==> src/design/psu_output_pkg.sv <==
// Purpose: Shared constants for the supply output enable control block.
// Assumes: Registers are word wide and reached over the plain register port.
// Notes:   Offsets are byte addresses of 32-bit words.
package psu_output_pkg;
	localparam int          ADDR_W           = 8;
	localparam int          DATA_W           = 32;
	localparam logic [7:0]  OFF_CTRL         = 8'h00;
	localparam logic [7:0]  OFF_STATUS       = 8'h04;
	localparam logic [7:0]  OFF_IRQ_STATUS   = 8'h08;
	localparam logic [7:0]  OFF_IRQ_MASK     = 8'h0c;
	localparam logic [7:0]  OFF_ID           = 8'h10;
	// Control fields.
	localparam int          CTRL_START_DIS   = 0;
	localparam int          CTRL_PARALLEL    = 1;
	// Status fields.
	localparam int          ST_OUT_EN        = 0;
	localparam int          ST_WC_INVALID    = 1;
	localparam int          ST_IN_OP         = 2;
	localparam int          ST_PDO_MAPPED    = 3;
	localparam int          ST_DIS_BIT       = 4;
	localparam int          ST_PARALLEL      = 5;
	// Interrupt events.
	localparam int          IRQ_W            = 3;
	localparam int          EV_OUT_CHANGE    = 0;
	localparam int          EV_WC_ERROR      = 1;
	localparam int          EV_ENTER_OP      = 2;
	// Reset values; a start-up default of zero means output enabled.
	localparam logic        START_DIS_RST    = 1'b0;
	localparam logic        PARALLEL_RST     = 1'b0;
	localparam logic        OUT_EN_RST       = 1'b0;
	localparam logic        WC_INVALID_RST   = 1'b1;
	localparam logic [2:0]  IRQ_MASK_RST     = 3'h0;
	// Arbitrary identification value.
	localparam logic [31:0] BLOCK_ID         = 32'h0000_a5c1;
endpackage : psu_output_pkg

==> src/design/psu_output_enable_control.sv <==
// Purpose: Decides the DC output enable from start-up default and cyclic disable bit.
// Assumes: Bus and link inputs are synchronised to clk upstream except the pins below.
// Notes:   sys_rst is the cold-start reset; a brief dip with live bus does not assert it.
// Function
// - Stored start-up default 0 enables output at power-up, 1 keeps it off.
// - Start-up default is applied only after a full cold start.
// - Short input dip with live bus keeps the last output state.
// - Shipped start-up default selects the output enabled.
// - Once in OP, the output follows the cyclic disable bit.
// - With the disable bit unmapped, reaching OP switches the output on.
// - Disable bit true holds output off; false restores it at once.
// - Working-counter flag reads 0 on good exchange, 1 on transfer error.
// - Paralleled operation is supported only while the parallel flag is 1.
`timescale 1ns/1ns
module psu_output_enable_control
	import psu_output_pkg::*;
(
	// Clock and reset.
	input  wire logic                             clk,
	input  wire logic                             sys_rst,
	// Register port.
	input  wire logic [psu_output_pkg::ADDR_W-1:0] reg_addr,
	input  wire logic [psu_output_pkg::DATA_W-1:0] reg_wdata,
	input  wire logic                             reg_wr,
	input  wire logic                             reg_rd,
	output logic      [psu_output_pkg::DATA_W-1:0] reg_rdata,
	// Slave state and cyclic exchange, from the bus controller pins.
	input  wire logic                             slave_in_op,
	input  wire logic                             pdo_mapped,
	input  wire logic                             disable_output,
	input  wire logic                             cycle_done,
	input  wire logic                             cycle_error,
	// Outputs to the power stage and the host.
	output logic                                  dc_output_enable,
	output logic                                  working_counter_invalid,
	output logic                                  parallel_use_enable,
	output logic                                  irq
);
	import psu_output_pkg::*;

	typedef enum logic [1:0] {ST_STARTUP, ST_OPERATE} mode_t;

	// Pin synchronisers: two flops, the first read only by the second.
	localparam int SYNC_W = 5;
	logic [SYNC_W-1:0] pin_meta_reg;
	logic [SYNC_W-1:0] pin_sync_reg;
	logic              in_op_s;
	logic              mapped_s;
	logic              dis_s;
	logic              cyc_done_s;
	logic              cyc_err_s;
	logic              cyc_done_d_reg;

	always_ff @(posedge clk or posedge sys_rst) begin
		if (sys_rst) begin
			pin_meta_reg <= '0;
			pin_sync_reg <= '0;
		end else begin
			pin_meta_reg <= {slave_in_op, pdo_mapped, disable_output, cycle_done,
				cycle_error};
			pin_sync_reg <= pin_meta_reg;
		end
	end

	assign in_op_s    = pin_sync_reg[4];
	assign mapped_s   = pin_sync_reg[3];
	assign dis_s      = pin_sync_reg[2];
	assign cyc_done_s = pin_sync_reg[1];
	assign cyc_err_s  = pin_sync_reg[0];

	// Registers.
	logic             start_dis_reg;
	logic             parallel_reg;
	logic [IRQ_W-1:0] irq_status_reg;
	logic [IRQ_W-1:0] irq_mask_reg;
	logic [IRQ_W-1:0] irq_event;
	mode_t            mode_reg;
	logic             out_en_next;
	logic             cycle_pulse;

	always_ff @(posedge clk or posedge sys_rst) begin
		if (sys_rst) begin
			start_dis_reg <= START_DIS_RST;
			parallel_reg  <= PARALLEL_RST;
			irq_mask_reg  <= IRQ_MASK_RST;
		end else if (reg_wr) begin
			case (reg_addr)
				OFF_CTRL: begin
					start_dis_reg <= reg_wdata[CTRL_START_DIS];
					parallel_reg  <= reg_wdata[CTRL_PARALLEL];
				end
				OFF_IRQ_MASK: irq_mask_reg <= reg_wdata[IRQ_W-1:0];
				default: ;
			endcase
		end
	end

	// Mode leaves start-up only on OP; the start-up default is never re-applied
	// afterwards, because only a cold start (sys_rst) returns here.
	always_ff @(posedge clk or posedge sys_rst) begin
		if (sys_rst) begin
			mode_reg <= ST_STARTUP;
		end else begin
			case (mode_reg)
				ST_STARTUP: if (in_op_s) mode_reg <= ST_OPERATE;
				ST_OPERATE: mode_reg <= ST_OPERATE;
				default:    mode_reg <= ST_STARTUP;
			endcase
		end
	end

	always_comb begin
		if (mode_reg == ST_OPERATE || in_op_s) begin
			out_en_next = mapped_s ? ~dis_s : 1'b1;
		end else begin
			out_en_next = ~start_dis_reg;
		end
	end

	// Output holds through a brief dip since logic keeps running while the bus lives.
	always_ff @(posedge clk or posedge sys_rst) begin
		if (sys_rst) begin
			dc_output_enable <= OUT_EN_RST;
		end else begin
			dc_output_enable <= out_en_next;
		end
	end

	assign cycle_pulse = cyc_done_s & ~cyc_done_d_reg;

	always_ff @(posedge clk or posedge sys_rst) begin
		if (sys_rst) begin
			cyc_done_d_reg          <= 1'b0;
			working_counter_invalid <= WC_INVALID_RST;
		end else begin
			cyc_done_d_reg <= cyc_done_s;
			if (cycle_pulse) begin
				working_counter_invalid <= cyc_err_s;
			end
		end
	end

	always_ff @(posedge clk or posedge sys_rst) begin
		if (sys_rst) begin
			parallel_use_enable <= PARALLEL_RST;
		end else begin
			parallel_use_enable <= parallel_reg;
		end
	end

	// Interrupts: set wins over write-one-to-clear.
	assign irq_event[EV_OUT_CHANGE] = out_en_next ^ dc_output_enable;
	assign irq_event[EV_WC_ERROR]   = cycle_pulse & cyc_err_s;
	assign irq_event[EV_ENTER_OP]   = (mode_reg == ST_STARTUP) & in_op_s;

	always_ff @(posedge clk or posedge sys_rst) begin
		if (sys_rst) begin
			irq_status_reg <= '0;
		end else begin
			if (reg_wr && reg_addr == OFF_IRQ_STATUS) begin
				irq_status_reg <= (irq_status_reg & ~reg_wdata[IRQ_W-1:0]) | irq_event;
			end else begin
				irq_status_reg <= irq_status_reg | irq_event;
			end
		end
	end

	always_ff @(posedge clk or posedge sys_rst) begin
		if (sys_rst) begin
			irq <= 1'b0;
		end else begin
			irq <= |(irq_status_reg & irq_mask_reg);
		end
	end

	// Read data stands only in the cycle after the strobe.
	always_ff @(posedge clk or posedge sys_rst) begin
		if (sys_rst) begin
			reg_rdata <= '0;
		end else begin
			reg_rdata <= '0;
			if (reg_rd) begin
				case (reg_addr)
					OFF_CTRL: begin
						reg_rdata[CTRL_START_DIS] <= start_dis_reg;
						reg_rdata[CTRL_PARALLEL]  <= parallel_reg;
					end
					OFF_STATUS: begin
						reg_rdata[ST_OUT_EN]     <= dc_output_enable;
						reg_rdata[ST_WC_INVALID] <= working_counter_invalid;
						reg_rdata[ST_IN_OP]      <= (mode_reg == ST_OPERATE);
						reg_rdata[ST_PDO_MAPPED] <= mapped_s;
						reg_rdata[ST_DIS_BIT]    <= dis_s;
						reg_rdata[ST_PARALLEL]   <= parallel_use_enable;
					end
					OFF_IRQ_STATUS: reg_rdata[IRQ_W-1:0] <= irq_status_reg;
					OFF_IRQ_MASK:   reg_rdata[IRQ_W-1:0] <= irq_mask_reg;
					OFF_ID:         reg_rdata <= BLOCK_ID;
					default:        reg_rdata <= '0;
				endcase
			end
		end
	end
endmodule : psu_output_enable_control

==> config.mk <==
export PLATFORM = sky130hd
export DESIGN_NAME = psu_output_enable_control
export DESIGN_NICKNAME = d
export VERILOG_FILES = /design/src/design/psu_output_pkg.sv /design/src/design/psu_output_enable_control.sv
export SDC_FILE = /design/constraint.sdc
export NUM_CORES = 1
export LEC_CHECK = 0
export BUFFER_PORTS_ARGS = -buffer_cell sky130_fd_sc_hd__buf_2
export CORE_UTILIZATION = 40
export CTS_CLUSTER_SIZE = 30
export DETAILED_ROUTE_END_ITERATION = 12
export PLACE_DENSITY = 0.84
export SYNTH_ARGS = -nofsm -noshare
export SYNTH_HDL_FRONTEND = slang
export SYNTH_SLANG_ARGS = --single-unit
==> constraint.sdc <==
create_clock -name clk -period 1.3 [get_ports clk]
set_input_delay 0.26 -clock clk [delete_from_list [all_inputs] [get_ports clk]]
set_output_delay 0.26 -clock clk [all_outputs]
set_load 0.02 [all_outputs]
# Word-level counts from Yosys, hierarchy flattened
# Cells that the tools add are included.
word_totals:
  in_bits: 49
  wordCells: 48
  register_bits: 57
op_classes:
  n_eq_ne: 6
  muxes: 10
  reduce_logical: 7
  bitwise: 12
ops:
  columns: ["op", "count"]
  rows:
  - ["$eq A8 B4 Y1 const B", 2]
  - ["$mux W16", 1]
  - ["$mux W10", 1]
  - ["$pmux W2 S5", 1]
  - ["$eq A8 B3 Y1 const B", 1]
  - ["$eq A8 B5 Y1 const B", 1]
  - ["$logic_not A8 Y1", 1]
  - ["$and A3 B3 Y3", 2]
  - ["$mux W3", 2]
  - ["$or A3 B3 Y3", 2]
  - ["$pmux W2 S2", 1]
  - ["$reduce_and A2 Y1", 2]
  - ["$and A1 B1 Y1", 3]
  - ["$not A1 Y1", 3]
  - ["$not A3 Y3", 1]
  - ["$pmux W1 S3", 1]
  - ["$reduce_or A3 Y1", 1]
  - ["$eq A2 B1 Y1 const B", 1]
  - ["$logic_not A2 Y1", 1]
  - ["$mux W1", 2]
  - ["$mux W2", 1]
  - ["$ne A2 B2 Y1 const B", 1]
  - ["$logic_and A1 B1 Y1", 1]
  - ["$logic_or A1 B1 Y1", 1]
  - ["$xor A1 B1 Y1", 1]

# Depth between registers and ports, before layout
depth:
  ltp_word: 6
  mapped_depth: 4

# Worst setup path after synthesis
# No wires, ideal clock.
synth_path:
  path_kind: "input port to flip-flop"
  from: "input reg_addr[4] (netlist bit)"
  to: "register irq_status_reg[0]"
  t_required_ns: 1.166
  arrival_ns: 1.087
  path_buffers: 0
  setup_ns: 0.134
  path_stages: 3
  slack_ns: 0.079
  path_cell_list: "or4_4 -> o31ai_1 -> nand3_1"
synth_via:
  elab_chain_cells: 3
synth_lines:
  columns: ["element", "line_no", "rtl"]
  rows:
  - ["start: declaration", "psu_output_enable_control.sv:22", "input wire logic [psu_output_pkg::ADDR_W-1:0] reg_addr,"]
  - ["$eq A8 B4 Y1", "psu_output_enable_control.sv:160", "if (reg_wr && reg_addr == OFF_IRQ_STATUS) begin"]
  - ["$logic_and A1 B1 Y1", "psu_output_enable_control.sv:160", null]
  - ["$mux W3", "psu_output_enable_control.sv:160", null]
  - ["end signal: assignment", "psu_output_enable_control.sv:161", "irq_status_reg <= (irq_status_reg & ~reg_wdata[IRQ_W-1:0]) | irq_event;"]
  - ["end signal: assignment", "psu_output_enable_control.sv:163", "irq_status_reg <= irq_status_reg | irq_event;"]
  - ["end: declaration", "psu_output_enable_control.sv:74", "logic [IRQ_W-1:0] irq_status_reg;"]
# No other way between the ends.
# A chain may end at the register's enable or synchronous reset.

# Final worst setup path
layout_path:
  from: "register working_counter_invalid"
  to: "output working_counter_invalid"
layout_rtl:
  columns: ["element", "line_no", "rtl"]
  rows:
  - ["start: declaration", "psu_output_enable_control.sv:35", "output logic working_counter_invalid,"]
  - ["start signal: assignment", "psu_output_enable_control.sv:138", "working_counter_invalid <= cyc_err_s;"]
# No word-level cell between the ends.

==> results.sh <==
export IMPL_arrival_ps=1000
export IMPL_initial_core_util_pct=41.7
export IMPL_p_int_mw=1.70
export IMPL_fin_area_mm2=0.00168
export IMPL_yosysSeqAreaShare_pct=55.9
export IMPL_met3_usage_pct=7.46
export IMPL_syn_inst=117
export IMPL_seq_power_share_pct=47.0
export IMPL_tritoncts="yes"
export IMPL_htree_num_levels=2
export IMPL_avgSynthCellArea_um2=11.9
export IMPL_critPathKind="reg -> out"
export IMPL_diodes=0
export IMPL_worst_setup_path_start_kind="flip-flop"
export IMPL_grt_usage_pct=14.8
export IMPL_ios=85
export IMPL_dieArea_mm2=0.00371
export IMPL_crit_cells=1
export IMPL_grt_overflow_total=0
export IMPL_power_density_mw_per_mm2=1300
export IMPL_core_area_mm2=0.00334
export IMPL_drt_wl_total_um=2290
export IMPL_synth_area_mm2=0.00139
export IMPL_p_comb_share_pct=10.7
export IMPL_hpwl_um=1680
export IMPL_chipWidth_um=61.0
export IMPL_setup_viol=0
export IMPL_hold_violations=0
export IMPL_grt_antenna_before_repair=0
export IMPL_drt_iter0_markers=32
export IMPL_dpl_cell_area_mm2=0.00154
export IMPL_holdPathStages=1
export IMPL_synth_seq_cells=31
export IMPL_ir_drop_uv=675
export IMPL_slowest_delay_ps=550
export IMPL_drt_pass1_iterations=4
export IMPL_clkLatencyLatePin_ps=330
export IMPL_drv_slew=0
export IMPL_cp_num_buf_inv=1
export IMPL_gr_usage_met2_pct=25.1
export IMPL_crit_path_top_delay_cell="dfstp_2"
export IMPL_grt_max_degree=32
export IMPL_cp_cell_sequence="buf_6"
export IMPL_timing_fmax_ghz=0.796
export IMPL_worstPathMaxFanout=2
export IMPL_area_growth_pct=20.9
export IMPL_min_path_type="in -> reg"
export IMPL_cp_top_family="flip-flops"
export IMPL_place_gp_congestion=0.835
export IMPL_drc_errors=0
export IMPL_final_core_util_pct=50.4
export IMPL_end_kind="output port"
export IMPL_grt_util_met1_pct=15.7
export IMPL_layout_nets=209
export IMPL_port_buffers=35
export IMPL_p_leak_nw=0.859
export IMPL_cp_required_ps=1040
export IMPL_largest_reg_flops=7
export IMPL_fp_row_count=21
export IMPL_ys_types=36
export IMPL_wl_per_cell_um=11.1
export IMPL_numClockSinks=31
export IMPL_p_sw_uw=483
export IMPL_final_setup_skew_ps=10.1
export IMPL_drive_above_1_share_pct=34.2
export IMPL_p_clk_share_pct=42.3
export IMPL_dr_total_vias=940
export IMPL_grt_busiest_layer="met2"
export IMPL_ff2ff_path_depth=3
export IMPL_die_h_um=61.0
export IMPL_grt_pass1_vias=835
export IMPL_viasPerCell=4.54
export IMPL_cts_inserted_buffers=5
export IMPL_rsz0062_at_grt="false"
export IMPL_cts_root_buf="clkbuf_4"
export IMPL_clk_pin_slew_worst_paths_ps=100
export IMPL_grt_pass1_wl_um=3730
export IMPL_p_sw_share_pct=22.2
export IMPL_min_period_ps=1260
export IMPL_cts_buffer_depth=2
export IMPL_ant_nets=0
export IMPL_drv_cap=0
export IMPL_post_route_period_util_pct=96.7
export IMPL_status="completed"
export IMPL_yosysWarnings=0
## worst paths after layout
| kind | from | to | slack (ps) |
|---|---|---|---|
| setup / recovery | working_counter_invalid$_DFFE_PP1P_ | working_counter_invalid | 40 |
| max in group asynchronous | sys_rst | working_counter_invalid$_DFFE_PP1P_ | 460 |
| hold / removal | cycle_done | pin_meta_reg[1]$_DFF_PP0_ | 30 |
| setup reg to reg | working_counter_invalid$_DFFE_PP1P_ | reg_rdata[1]$_DFF_PP0_ | 80 |
| min in group asynchronous | sys_rst | pin_sync_reg[0]$_DFF_PP0_ | 540 |
| hold reg to reg | pin_meta_reg[4]$_DFF_PP0_ | pin_sync_reg[4]$_DFF_PP0_ | 360 |
## repair_timing
action	4_1_cts	5_1_grt
endpoints found under the hold margin	30	2
setup buffers	1	0
gates resized for setup	1	1
pin swaps	0	0
endpoints found under the setup margin	1	1
hold buffers	1	2
## power by group through the flow
stage / Combinational (mW) / Clock [mW] / Sequential [mW]
floorplan: 0.173 / 0 / 1.05
global placement: 0.213 / 0 / 1.04
detailed placement: 0.217 / 0 / 1.04
CTS: 0.228 / 0.953 / 1.02
global route: 0.262 / 0.993 / 1.03
finish: 0.234 / 0.921 / 1.02
## cell type report
cell class	count	area, µm²
Clock buffer	6	41.3
Clock inverter	2	60.1
Fill cell	325	1660
Inverter	5	18.8
Multi-Input combinational cell	73	469
Sequential cell	31	777
Tap cell	46	57.6
Timing Repair Buffer	44	256
## cells in the mapped netlist
| library cell | number | area (µm²) |
|---|---|---|
| nor3_1 | 1 | 5.00 |
| a21oi_1 | 1 | 5.00 |
| a211oi_1 | 1 | 7.51 |
| nor4_2 | 1 | 12.5 |
| nor2_1 | 5 | 18.8 |
| o31ai_1 | 3 | 22.5 |
| inv_1 | 5 | 18.8 |
| mux2_1 | 5 | 56.3 |
| buf_4 | 25 | 188 |
| nand2b_1 | 1 | 6.26 |
| o21ai_1 | 1 | 5.00 |
| clkbuf_1 | 1 | 3.75 |
| dfstp_2 | 1 | 26.3 |
| nand3b_1 | 3 | 22.5 |
| or3_1 | 1 | 6.26 |
| nand4_1 | 1 | 6.26 |
| dfrtp_1 | 30 | 751 |
| nor2b_1 | 1 | 6.26 |
| o21ai_0 | 2 | 10.0 |
| and4_1 | 1 | 8.76 |
| nand4b_1 | 3 | 26.3 |
| conb_1 | 1 | 3.75 |
| nand2_1 | 5 | 18.8 |
| and3_1 | 1 | 6.26 |
| buf_2 | 1 | 5.00 |
| and2_1 | 3 | 18.8 |
| nor4b_1 | 1 | 8.76 |
| or2_2 | 1 | 6.26 |
| or4_4 | 1 | 11.3 |
| a222oi_1 | 1 | 10.0 |
| a211o_1 | 1 | 8.76 |
| nand3_1 | 2 | 10.0 |
| nor3b_1 | 2 | 15.0 |
| mux2_2 | 2 | 22.5 |
| mux4_2 | 1 | 22.5 |
| o211a_1 | 1 | 10.0 |
## cell usage in the layout (no fill, tap or decap), drive strengths merged, types with 5 or more instances in the layout
cell / count
nand2: 5
clkbuf: 6
nor2: 5
mux2: 7
dfrtp: 30
conb: 20
inv: 5
buf: 41
## cell families (layout without fill, tap and decap cells)
family | Yosys count | count (layout) | share of synthesized area, %
and+or+nand+nor | 34 | 34 | 15.4
buffers and inverters | 32 | 57 | 15.5
DFF | 31 | 31 | 55.9
AOI/OAI and AO/OA | 11 | 11 | 5.67
muxes | 8 | 8 | 7.29
other | 1 | 20 | 0.270
## routing by layer
layer / vias up / share of wire [%]
met4: 0 / 1.6
met2: 42 / 51
met3: 5 / 7.7
met1: 447 / 40
met5: - / 0
li1: 446 / -
## through the flow
stage | worst slack [ps] | TNS (ps) | power (mW) | hold WS [ps] | instances
6_report | 43.4 | 0 | 2.18 | 26.7 | 207
2_1_floorplan | 79.2 | 0 | 1.23 | 291 | 136
3_3_place_gp | -156 | -1040 | 1.25 | 331 | 195
4_1_cts | 6.32 | 0 | 2.21 | 5.40 | 205
3_5_place_dp | -162 | -1010 | 1.26 | 337 | 195
5_1_grt | 1.59 | 0 | 2.28 | 0.450 | 207
Note: power is estimated with default switching activity, not from simulation.
